$ cat config.mk
export PLATFORM = sky130hd
export DESIGN_NAME = tbcs_count_source_select
export DESIGN_NICKNAME = d
export VERILOG_FILES = /design/src/hdl/tbcs_pkg.sv /design/src/hdl/tbcs_clk_mux.sv /design/src/hdl/tbcs_count_source_select.sv
export SDC_FILE = /design/constraint.sdc
export NUM_CORES = 1
export LEC_CHECK = 0
export BUFFER_PORTS_ARGS = -buffer_cell sky130_fd_sc_hd__buf_2
export CORE_ASPECT_RATIO = 0.6
export CORE_UTILIZATION = 60
export CTS_CLUSTER_SIZE = 28
export DETAILED_ROUTE_END_ITERATION = 8
export PLACE_DENSITY_LB_ADDON = 0.1
export SLEW_MARGIN = 20
export SYNTH_ARGS = -nofsm -noshare
export SYNTH_HDL_FRONTEND = slang
export SYNTH_HIERARCHICAL = 1
export SYNTH_SLANG_ARGS = --single-unit
export TNS_END_PERCENT = 5
$ cat constraint.sdc
create_clock -name clock -period 5 [get_ports clock]
set_input_delay 0.25 -clock clock [delete_from_list [all_inputs] [get_ports clock]]
set_output_delay 0.25 -clock clock [all_outputs]
set_load 0.01 [all_outputs]
$ cat src/hdl/tbcs_pkg.sv
// Package: register map, field layout and prescaler constants for timer source select
package tbcs_pkg;
    // ----------------------------------------------------------------
    // Register byte addresses
    // ----------------------------------------------------------------
    localparam logic [7:0] OFF_PAIR_A = 8'h00;
    localparam logic [7:0] OFF_PAIR_A_EXT = 8'h04;
    localparam logic [7:0] OFF_PAIR_B = 8'h08;
    localparam logic [7:0] OFF_PAIR_B_EXT = 8'h0c;
    localparam logic [7:0] OFF_PERIPH_CLK = 8'h10;
    localparam logic [7:0] OFF_ALT_SRC = 8'h14;
    localparam logic [7:0] OFF_APPLIED = 8'h18;

    // ----------------------------------------------------------------
    // Field positions and reset values
    // ----------------------------------------------------------------
    localparam int LOW_SEL_LSB = 0;
    localparam int LOW_OPT_BIT = 3;
    localparam int HIGH_SEL_LSB = 4;
    localparam int HIGH_OPT_BIT = 7;
    localparam int HALVE_BIT = 0;
    localparam int ALT_FIELD_W = 2;
    localparam int APPLIED_FIELD_W = 4;
    localparam logic [7:0] SEL_REG_RST = 8'h00;
    localparam logic [11:0] ALT_SRC_RST = 12'h000;
    localparam logic PERIPH_CLK_RST = 1'b0;

    // ----------------------------------------------------------------
    // Count source codes of the 3-bit selector
    // ----------------------------------------------------------------
    typedef enum logic [2:0] {
        SRC_BASE = 3'b000,
        SRC_DIV8 = 3'b001,
        SRC_DIV32 = 3'b010,
        SRC_DIV64 = 3'b011,
        SRC_RSVD4 = 3'b100,
        SRC_SLOW_OSC = 3'b101,
        SRC_SUB32K = 3'b110,
        SRC_RSVD7 = 3'b111
    } tbcs_src_e;

    // ----------------------------------------------------------------
    // Prescaler terminal counts (divide-by-N ticks)
    // ----------------------------------------------------------------
    localparam int PRE_W = 6;
    localparam logic [5:0] PRE_DIV2_MASK = 6'h01;
    localparam logic [5:0] PRE_DIV8_MASK = 6'h07;
    localparam logic [5:0] PRE_DIV32_MASK = 6'h1f;
    localparam logic [5:0] PRE_DIV64_MASK = 6'h3f;
    localparam int NUM_TIMERS = 6;
endpackage

$ cat src/hdl/tbcs_clk_mux.sv
// Per-timer count source multiplexer with runt-free source switching
module tbcs_clk_mux (
    // Clock and reset
    input wire logic clock,
    input wire logic rst_b,
    // Requested selection
    input wire logic [2:0] reqSel,
    input wire logic reqOpt,
    input wire logic [1:0] reqAlt,
    // Source ticks
    input wire logic baseTick,
    input wire logic div8Tick,
    input wire logic div32Tick,
    input wire logic div64Tick,
    input wire logic slowOscTick,
    input wire logic sub32kTick,
    input wire logic [3:0] altTick,
    // Timer state and results
    input wire logic timerRun,
    output logic countTick,
    output logic [2:0] appliedSel,
    output logic appliedOpt
);
    // ----------------------------------------------------------------
    // Source selection
    // ----------------------------------------------------------------
    logic [1:0] appliedAlt_q;
    logic internalTick;
    logic curTick;
    logic takeNew;
    // Reserved codes give no ticks at all rather than an arbitrary source
    always_comb begin
        case (tbcs_pkg::tbcs_src_e'(appliedSel))
            tbcs_pkg::SRC_BASE: internalTick = baseTick;
            tbcs_pkg::SRC_DIV8: internalTick = div8Tick;
            tbcs_pkg::SRC_DIV32: internalTick = div32Tick;
            tbcs_pkg::SRC_DIV64: internalTick = div64Tick;
            tbcs_pkg::SRC_SLOW_OSC: internalTick = slowOscTick;
            tbcs_pkg::SRC_SUB32K: internalTick = sub32kTick;
            default: internalTick = 1'b0;
        endcase
    end
    assign curTick = appliedOpt ? altTick[appliedAlt_q] : internalTick;
    // Switch only on a boundary of the old source, or while stopped, so no period is cut short
    assign takeNew = !timerRun || curTick;

    // ----------------------------------------------------------------
    // Applied selection and tick register
    // ----------------------------------------------------------------
    always_ff @(posedge clock or negedge rst_b) begin
        if (!rst_b) begin
            appliedSel <= 3'h0;
            appliedOpt <= 1'b0;
            appliedAlt_q <= 2'h0;
            countTick <= 1'b0;
        end else begin
            countTick <= curTick;
            if (takeNew) begin
                appliedSel <= reqSel;
                appliedOpt <= reqOpt;
                appliedAlt_q <= reqAlt;
            end
        end
    end
endmodule

$ cat src/hdl/tbcs_count_source_select.sv
// Timer count source select: APB registers, prescaler and six source multiplexers
module tbcs_count_source_select (
    // Clock and reset
    input wire logic clock,
    input wire logic rst_b,
    // APB slave
    input wire logic psel,
    input wire logic penable,
    input wire logic pwrite,
    input wire logic [7:0] paddr,
    input wire logic [31:0] pwdata,
    output logic [31:0] prdata,
    output logic pready,
    output logic pslverr,
    // Slow clock ticks, one cycle each
    input wire logic slowOscTick,
    input wire logic sub32kTick,
    input wire logic [3:0] altTick,
    // Timers
    input wire logic [5:0] timerRun,
    output logic [5:0] countTick
);
    // ----------------------------------------------------------------
    // Registers
    // ----------------------------------------------------------------
    logic [7:0] pairA_q;
    logic [7:0] pairAExt_q;
    logic [7:0] pairB_q;
    logic [7:0] pairBExt_q;
    logic prescaleHalve_q;
    logic [11:0] altSrc_q;
    logic [5:0] preCnt_q;
    logic [2:0] wdHist_q;

    // ----------------------------------------------------------------
    // APB decode
    // ----------------------------------------------------------------
    logic accessPh;
    logic wrEn;
    logic hitA;
    logic hitAExt;
    logic hitB;
    logic hitBExt;
    logic hitPer;
    logic hitAlt;
    logic hitApp;
    logic mapped;
    logic [31:0] rdMux;
    logic [23:0] appliedVec;
    assign accessPh = psel && penable;
    // One wait state lets read data come from a flop; writes land at the pready edge
    assign wrEn = accessPh && pready && pwrite;
    assign hitA = paddr == tbcs_pkg::OFF_PAIR_A;
    assign hitAExt = paddr == tbcs_pkg::OFF_PAIR_A_EXT;
    assign hitB = paddr == tbcs_pkg::OFF_PAIR_B;
    assign hitBExt = paddr == tbcs_pkg::OFF_PAIR_B_EXT;
    assign hitPer = paddr == tbcs_pkg::OFF_PERIPH_CLK;
    assign hitAlt = paddr == tbcs_pkg::OFF_ALT_SRC;
    assign hitApp = paddr == tbcs_pkg::OFF_APPLIED;
    assign mapped = hitA | hitAExt | hitB | hitBExt | hitPer | hitAlt | hitApp;
    assign rdMux = hitA ? {24'h000000, pairA_q} :
                   hitAExt ? {24'h000000, pairAExt_q} :
                   hitB ? {24'h000000, pairB_q} :
                   hitBExt ? {24'h000000, pairBExt_q} :
                   hitPer ? {31'h0, prescaleHalve_q} :
                   hitAlt ? {20'h00000, altSrc_q} :
                   hitApp ? {8'h00, appliedVec} : 32'h00000000;

    // Bus handshake and read capture
    always_ff @(posedge clock or negedge rst_b) begin
        if (!rst_b) begin
            pready <= 1'b0;
            pslverr <= 1'b0;
            prdata <= 32'h00000000;
        end else begin
            pready <= accessPh && !pready;
            pslverr <= accessPh && !pready && !mapped;
            if (accessPh && !pready) begin
                prdata <= pwrite ? 32'h00000000 : rdMux;
            end
        end
    end

    // Register writes; the applied-selection word is read only
    always_ff @(posedge clock or negedge rst_b) begin
        if (!rst_b) begin
            pairA_q <= tbcs_pkg::SEL_REG_RST;
            pairAExt_q <= tbcs_pkg::SEL_REG_RST;
            pairB_q <= tbcs_pkg::SEL_REG_RST;
            pairBExt_q <= tbcs_pkg::SEL_REG_RST;
            prescaleHalve_q <= tbcs_pkg::PERIPH_CLK_RST;
            altSrc_q <= tbcs_pkg::ALT_SRC_RST;
        end else if (wrEn) begin
            if (hitA) pairA_q <= pwdata[7:0];
            if (hitAExt) pairAExt_q <= pwdata[7:0];
            if (hitB) pairB_q <= pwdata[7:0];
            if (hitBExt) pairBExt_q <= pwdata[7:0];
            if (hitPer) prescaleHalve_q <= pwdata[tbcs_pkg::HALVE_BIT];
            if (hitAlt) altSrc_q <= pwdata[11:0];
        end
    end

    // ----------------------------------------------------------------
    // Prescaler: divide-by-N ticks from one free-running counter
    // ----------------------------------------------------------------
    logic baseTick;
    logic div8Tick;
    logic div32Tick;
    logic div64Tick;
    always_ff @(posedge clock or negedge rst_b) begin
        if (!rst_b) begin
            preCnt_q <= 6'h00;
        end else begin
            preCnt_q <= preCnt_q + 6'h01;
        end
    end
    // Undivided base ticks every cycle; halved base ticks on odd counts
    assign baseTick = !prescaleHalve_q ||
        ((preCnt_q & tbcs_pkg::PRE_DIV2_MASK) == tbcs_pkg::PRE_DIV2_MASK);
    assign div8Tick = (preCnt_q & tbcs_pkg::PRE_DIV8_MASK) == tbcs_pkg::PRE_DIV8_MASK;
    assign div32Tick = (preCnt_q & tbcs_pkg::PRE_DIV32_MASK) == tbcs_pkg::PRE_DIV32_MASK;
    assign div64Tick = (preCnt_q & tbcs_pkg::PRE_DIV64_MASK) == tbcs_pkg::PRE_DIV64_MASK;

    // ----------------------------------------------------------------
    // Per-timer selector fields
    // ----------------------------------------------------------------
    logic [2:0] reqSel [6];
    logic reqOpt [6];
    logic [2:0] appliedSel [6];
    logic appliedOpt [6];
    // Low half drives the lower-numbered timer of a pair, high half the higher one
    assign reqSel[0] = pairA_q[tbcs_pkg::LOW_SEL_LSB +: 3];
    assign reqOpt[0] = pairA_q[tbcs_pkg::LOW_OPT_BIT];
    assign reqSel[1] = pairA_q[tbcs_pkg::HIGH_SEL_LSB +: 3];
    assign reqOpt[1] = pairA_q[tbcs_pkg::HIGH_OPT_BIT];
    assign reqSel[2] = pairAExt_q[tbcs_pkg::LOW_SEL_LSB +: 3];
    assign reqOpt[2] = pairAExt_q[tbcs_pkg::LOW_OPT_BIT];
    assign reqSel[3] = pairB_q[tbcs_pkg::LOW_SEL_LSB +: 3];
    assign reqOpt[3] = pairB_q[tbcs_pkg::LOW_OPT_BIT];
    assign reqSel[4] = pairB_q[tbcs_pkg::HIGH_SEL_LSB +: 3];
    assign reqOpt[4] = pairB_q[tbcs_pkg::HIGH_OPT_BIT];
    assign reqSel[5] = pairBExt_q[tbcs_pkg::LOW_SEL_LSB +: 3];
    assign reqOpt[5] = pairBExt_q[tbcs_pkg::LOW_OPT_BIT];

    // ----------------------------------------------------------------
    // Source multiplexers, one per timer
    // ----------------------------------------------------------------
    genvar gi;
    generate
        for (gi = 0; gi < tbcs_pkg::NUM_TIMERS; gi++) begin : g_mux
            tbcs_clk_mux u_mux (
                .clock(clock),
                .rst_b(rst_b),
                .reqSel(reqSel[gi]),
                .reqOpt(reqOpt[gi]),
                .reqAlt(altSrc_q[gi*tbcs_pkg::ALT_FIELD_W +: tbcs_pkg::ALT_FIELD_W]),
                .baseTick(baseTick),
                .div8Tick(div8Tick),
                .div32Tick(div32Tick),
                .div64Tick(div64Tick),
                .slowOscTick(slowOscTick),
                .sub32kTick(sub32kTick),
                .altTick(altTick),
                .timerRun(timerRun[gi]),
                .countTick(countTick[gi]),
                .appliedSel(appliedSel[gi]),
                .appliedOpt(appliedOpt[gi])
            );
            assign appliedVec[gi*tbcs_pkg::APPLIED_FIELD_W +: tbcs_pkg::APPLIED_FIELD_W] =
                {appliedOpt[gi], appliedSel[gi]};
        end
    endgenerate

    // ----------------------------------------------------------------
    // Checks
    // ----------------------------------------------------------------
    logic wrPairB;
    assign wrPairB = wrEn && hitB;
    // Remembers the high-half selector of the last pair B write
    always_ff @(posedge clock or negedge rst_b) begin
        if (!rst_b) begin
            wdHist_q <= 3'h0;
        end else if (wrPairB) begin
            wdHist_q <= pwdata[6:4];
        end
    end
endmodule

==> results.yml, run 1 <==
sta:
  fmax_mhz: 383
  fin_setup_tns_ns: 0
  tightest_slew_ns: 0.876
  fin_crit_ns: 2.61
  fin_crit_sh_pct: 52.2
  slew_viol_final: 0
  setup_viol: 0
  rsz0062_at_grt: "false"
  whs_ns: 0.0730
  slew_headroom_pct: 41.6
  finClkSkew_ns: 0.00764
  hold_viol: 0
floorplanning:
  die_h_um: 77.9
  core_area_um2: 9260
  chipWidth_um: 128
  initial_core_util_pct: 62.2
  io_pins: 97
  rows: 27
  dieArea_um2: 10000
critical_path:
  cpMostUsedCell: "ha_1"
  crit_path_end_kind: "register"
  startpoint: "preCnt_q[0]"
  crit_type: "register to register"
  rr_worst_depth: 7
  critPathLaunchType: "register"
  critPathMaxFanout: 6
  worstPathArrival_ns: 2.90
  crit_path_max_incr_delay_ns: 0.55
  path_buf_inv: 0
  crit_family: "simple AND/OR/NAND/NOR gates"
  crit_required_ns: 5.29
  cp_num_cells: 7
  slowest_stage: "nor4b_4"
  r2r_slack_ns: 2.39
  crit_end: "g_mux[1].u_mux/appliedSel[0]"
  path_cells: "ha_1, and3_1, ha_1, mux2i_1, o22ai_2, nor4b_4, mux2_2"
  timing.rr.end: "g_mux[1].u_mux/appliedSel[0]"
  r2r-start: "preCnt_q[0]"
global_route:
  track_usage_pct: 32.7
  grt.overflow.total: 0
  grt_pass1_wl_um: 23300
  grt_max_degree: 70
  antenna_found_initial: 0
  grt_pass1_vias: 4171
detailed_routing:
  drtIter0Drc: 410
  vias: 4119
  routed_wl_um: 14800
  drc: 0
  wl_per_cell_um: 22.1
  via_per_inst: 6.14
  dr.pass1.iters: 5
  ant_nets: 0
finish:
  antennaDiodeCount: 0
  drive_gt1_share_pct: 40.3
  area_growth_pct: 18.8
  design.final.nets: 588
synthesis:
  yosys_register_bits: 119
  yosysSeqAreaShare_pct: 51.7
  yosysWarnings: 6
  synth.avg_cell_area_um2: 12.7
  ys_types: 45
  syn_inst: 452
  netlist_area_um2: 5760
power:
  swShare_pct: 20.9
  power_switching_w: 0.000498
  ir_worst_vdd_v: 0.000312
  pwr-share-clk_pct: 54.9
  p_int_w: 0.00188
  p_comb_share_pct: 4.2
  leakage_nw: 3.17
  power_density_nw_per_um2: 348
  pwr-share-seq_pct: 40.8
outcome:
  status: "finished clean"
flow_run:
  drv_cap: 0
clocking:
  cts.sinks: 119
  cts_buffer_depth: 2
  cts_tree: "done"
  cts_made_buffers: 17
  cts-htree-levels: 4
  clkLatencyLatePin_ns: 0.41
  path_clk_slew_ns: 0.05
  root_buffer: "clkbuf_16"
hold_path:
  worstHoldPathType: "input port to register"
placed_design:
  dp_hpwl_um: 9790
  finalWeightedCongestion: 0.858
  io_buffers: 68
-- layout by cell type, fill, tap and decap left out, types with 4 or more instances in the layout --
cell and instances:
dfrtp_1 119, mux2_2 87, buf_2 67, nand2_1 26
mux2i_1 25, o21ai_0 20, clkbuf_16 17, inv_1 15
nand3b_1 15, a21oi_1 13, nand2b_1 13, a22o_1 12
conb_1 8, or3_1 7, a221oi_1 6, o221ai_1 6
or3b_2 6, o22ai_2 6, o22ai_1 6, or3_2 6
nor4b_4 6, nor2b_1 4, a22oi_1 4, bufinv_16 4
clkbuf_8 4, buf_4 4
-- flip-flops by register name (all words and copies together), names as in the netlist, 8 cells and up --
register / count
prdata: 24
pairBExt_q: 8
g_mux.u_mux/appliedAlt_q: 12
pairAExt_q: 8
altSrc_q: 12
pairB_q: 8
pairA_q: 8
g_mux.u_mux/appliedSel: 18
-- repair_timing --
action,4_1_cts,5_1_grt
buffers inserted,0,0
hold endpoints to repair,68,0
hold buffers,1,0
gates resized for setup,0,0
-- logic make-up (layout without fill, tap and decap cells) --
group	count (synthesis)	after routing	share of synthesized area (%)
buffers and inverters	37	119	2.98
and+or+nand+nor	99	99	12.8
AOI/OAI and AO/OA	78	78	9.74
adders and majority gates	3	3	0.652
muxes	113	113	21.8
DFF	119	119	51.7
xor gates and xnor gates	2	2	0.304
other	1	8	0.0651
-- power groups by stage --
stage	Sequential [W]	Combinational, W	Clock [W]
2_1_floorplan	0.000989	0.0000433	0
3_3_place_gp	0.000988	0.0000973	0
3_5_place_dp	0.000988	0.0000995	0
4_1_cts	0.000972	0.000101	0.00131
5_1_grt	0.000972	0.000111	0.00135
6_report	0.000972	0.000101	0.00131
-- metal layers --
metal | routed length [um] | vias up | track usage (%)
met4 | 368 | 0 | 14.8
met1 | 6710 | 2078 | 45.9
met5 | 0 | - | 0
met2 | 6630 | 192 | 47.5
met3 | 1100 | 32 | 8.62
li1 | - | 1817 | -
-- metrics by stage --
stage                     total power, W  utilization [%]  area, um^2  setup WS [ns]  cells
after floorplan                  0.00103                -        5780           2.83    459
after global placement           0.00109             67.0        6200           2.45    638
after detailed placement         0.00109             67.0        6200           2.40    638
after CTS                        0.00239             73.9        6840           2.41    671
after global routing             0.00243             73.9        6840           2.31    671
final                            0.00238             73.9        6840           2.39    671
-- Yosys cell counts (all sizes together) --
cell | n | share of area (%)
nor4b | 6 | 2.5
or3 | 14 | 1.7
mux2i | 25 | 4.3
a21boi | 1 | 0.13
nand3 | 2 | 0.17
a21oi | 13 | 1.1
buf | 11 | 1.3
nand2 | 26 | 1.7
xnor2 | 1 | 0.15
mux4 | 1 | 0.39
nand3b | 15 | 2.0
a32oi | 1 | 0.15
or3b | 6 | 0.91
o21bai | 1 | 0.13
ha | 3 | 0.65
o211a | 1 | 0.17
mux2 | 87 | 17
xor2 | 1 | 0.15
nor4 | 2 | 0.59
dfrtp | 119 | 52
a221oi | 6 | 0.91
or4 | 1 | 0.20
nor2 | 3 | 0.24
conb | 1 | 0.065
a311oi | 1 | 0.15
o221ai | 6 | 0.91
and3 | 3 | 0.33
nand2b | 13 | 1.4
nor2b | 4 | 0.43
o21ai | 20 | 1.7
and2 | 2 | 0.22
o22ai | 12 | 2.0
clkbuf | 11 | 0.72
inv | 15 | 0.98
nor3b | 1 | 0.33
a22oi | 4 | 0.52
nand4 | 1 | 0.11
a22o | 12 | 1.8
-- worst min path at each step --
stage,to,depth (start not counted),slack (ns),start
2_1_floorplan,altSrc_q[0],0,-0.05,rst_b
3_3_place_gp,g_mux[5].u_mux/countTick,1,0.41,rst_b
3_5_place_dp,g_mux[5].u_mux/countTick,1,0.41,rst_b
4_1_cts,altSrc_q[11],2,0.06,pwdata[11]
5_1_grt,altSrc_q[8],2,0.07,pwdata[8]
6_report,altSrc_q[11],2,0.07,pwdata[11]
-- area by class of cell --
type	instances	area, um^2
flip-flops and latches	119	2980
fillers	637	2410
clock inverters	8	143
repair buffers	72	375
multi-input cells	303	2640
well taps	130	163
clock buffers	24	492
inverters	15	56.3
Note: power is estimated with default switching activity, not from simulation.
==> run 2: changes to the inputs <==
- CORE_UTILIZATION: 60 -> 51
- clock period: 5 -> 2.4 ns (I/O delays scaled with it)
==> run 2 against run 1 <==
  * The run now ends with design-rule violations left
  * Final area is 3.2% higher
  * Final cell count is 5.2% higher
  * Core utilization down 8.4 points
==> results.yml, run 2 (synthesis gave the netlist of run 1 again) <==
detailed_routing:
  vias: 4138
  wl_per_cell_um: 20.6
  dr.pass1.iters: 7
  ant_nets: 0
  routed_wl_um: 14600
  via_per_inst: 5.86
  drtIter0Drc: 254
  drc: 10
floorplanning:
  dieArea_um2: 11700
  initial_core_util_pct: 53.4
  rows: 29
  core_area_um2: 10800
  die_h_um: 84.3
  chipWidth_um: 139
  io_pins: 97
sta:
  fin_crit_ns: 2.32
  hold_viol: 0
  slew_viol_final: 0
  fin_crit_sh_pct: 96.7
  slew_headroom_pct: 55.5
  setup_viol: 0
  fin_setup_tns_ns: 0
  whs_ns: 0.0139
  tightest_slew_ns: 0.668
  finClkSkew_ns: 0.0120
  layout_setup_ws_ns: 0.0787
  fmax_mhz: 431
global_route:
  grt_pass1_wl_um: 22900
  antenna_found_initial: 0
  track_usage_pct: 26.8
  grt_max_degree: 50
  grt_pass1_vias: 4073
  grt.overflow.total: 0
hold_path:
  min_path_cells: 2
  worstHoldPathType: "input port to register"
critical_path:
  crit_type: "register to register"
  crit_required_ns: 2.70
  worstPathArrival_ns: 2.62
  rr_worst_depth: 8
  critPathLaunchType: "register"
  crit_path_end_kind: "register"
  critPathMaxFanout: 6
placed_design:
  io_buffers: 68
  place_worst_setup_slack_ns: 0.0348
  place_inst: 666
  dp_hpwl_um: 10100
  finalWeightedCongestion: 0.812
finish:
  mostFrequentLayoutCells: "dfrtp_1 (119), mux2_2 (87), buf_2 (67)"
  top_regs: "prdata: 24 flops, g_mux.u_mux/appliedSel: 18 flops"
  area_growth_pct: 22.6
  ff_latch_area_um2: 2980
  nFillCells: 855
  final_common_cell: "dfrtp_1"
  top_register: "prdata"
  drive_gt1_share_pct: 43.0
  design.final.nets: 614
  instances_no_fill: 706
  antennaDiodeCount: 0
  largest_reg_flops: 24
  multi_input_area_um2: 2660
clocking:
  cts_tree: "done"
  cts_made_buffers: 17
  cts.sinks: 119
  cts_buffer_depth: 2
  cts-htree-levels: 4
  clkLatencyLatePin_ns: 0.42
  cts_setup_buffers: 0
  path_clk_slew_ns: 0.06
  root_buffer: "clkbuf_16"
power:
  power_density_nw_per_um2: 670
  leakage_nw: 3.27
  ir_worst_vdd_v: 0.000483
outcome:
  failed_checks: "design-rule violations"
  status: "finished, violations left"
flow_run:
  drv_cap: 0
==> run 2: changes by cell type in the layout (fill, tap and decap cells not counted), sizes merged <==
cell | before | now
clkinv | 3 | 7
inv | 15 | 16
clkbuf | 24 | 17
buf | 71 | 90
dlygate4sd3 | 1 | 8
bufinv | 4 | 2
clkinvlp | 1 | 5
==> run 2: final timing paths <==
check / startpoint / end / slack, ns
worst max-delay path: preCnt_q[0] / g_mux[2].u_mux/appliedSel[2] / 0.08
worst min-delay path: pwdata[0] / pairAExt_q[0] / 0.01
worst max register to register: preCnt_q[0] / g_mux[2].u_mux/appliedSel[2] / 0.08
worst min register to register: preCnt_q[5] / preCnt_q[5] / 0.47
max in group asynchronous: rst_b / g_mux[3].u_mux/countTick / 1.31
min in group asynchronous: rst_b / g_mux[5].u_mux/countTick / 0.27
==> run 2: layer usage <==
| metal | part of all wire (%) | vias to the layer above | GRT usage (%) |
|---|---|---|---|
| met3 | 7.5 | 18 | 7.99 |
| met5 | 0 | - | 0 |
| met2 | 42 | 155 | 36.8 |
| li1 | - | 1875 | - |
| met4 | 1.5 | 0 | 11.3 |
| met1 | 49 | 2090 | 39.2 |
==> run 2: timing repair <==
action / 4_1_cts / 5_1_grt
hold buffers: 8 / 0
endpoints found under the hold margin: 58 / 0
endpoints found under the setup margin: 1 / 35
gates resized for setup: 1 / 8
==> run 2: area by class of cell <==
class                           count  area share [%]
Timing Repair Buffer               98            8.66
Clock inverter                     15            2.21
Clock buffer                       17            6.02
Tap cell                          139            2.46
Inverter                           15           0.797
Multi-Input combinational cell    303            37.7
Sequential cell                   119            42.2
==> run 2: stage by stage <==
step,power (W),util [%],cell area (um^2)
final,0.00473,65.5,7060
after global routing,0.00488,65.5,7060
after CTS,0.00477,65.2,7030
after detailed placement,0.00228,59.1,6360
after global placement,0.00227,59.1,6360
after floorplan,0.00215,-,5780
==> run 2: power by group <==
| part | switching [W] | internal (W) | total [W] |
|---|---|---|---|
| combinational | 0.000149 | 0.0000778 | 0.000227 |
| clock | 0.000952 | 0.00153 | 0.00248 |
| sequential | 0.00000729 | 0.00202 | 0.00202 |
| total | 0.00111 | 0.00362 | 0.00473 |
==> run 2: worst max-delay path: stages, from the launching register on <==
cell,delay (ns)
dfrtp_1,0.38
ha_1,0.21
and3_1,0.23
and3_4,0.24
mux2i_2,0.17
o22ai_2,0.14
nor4b_4,0.32
buf_6,0.17
mux2_2,0.33
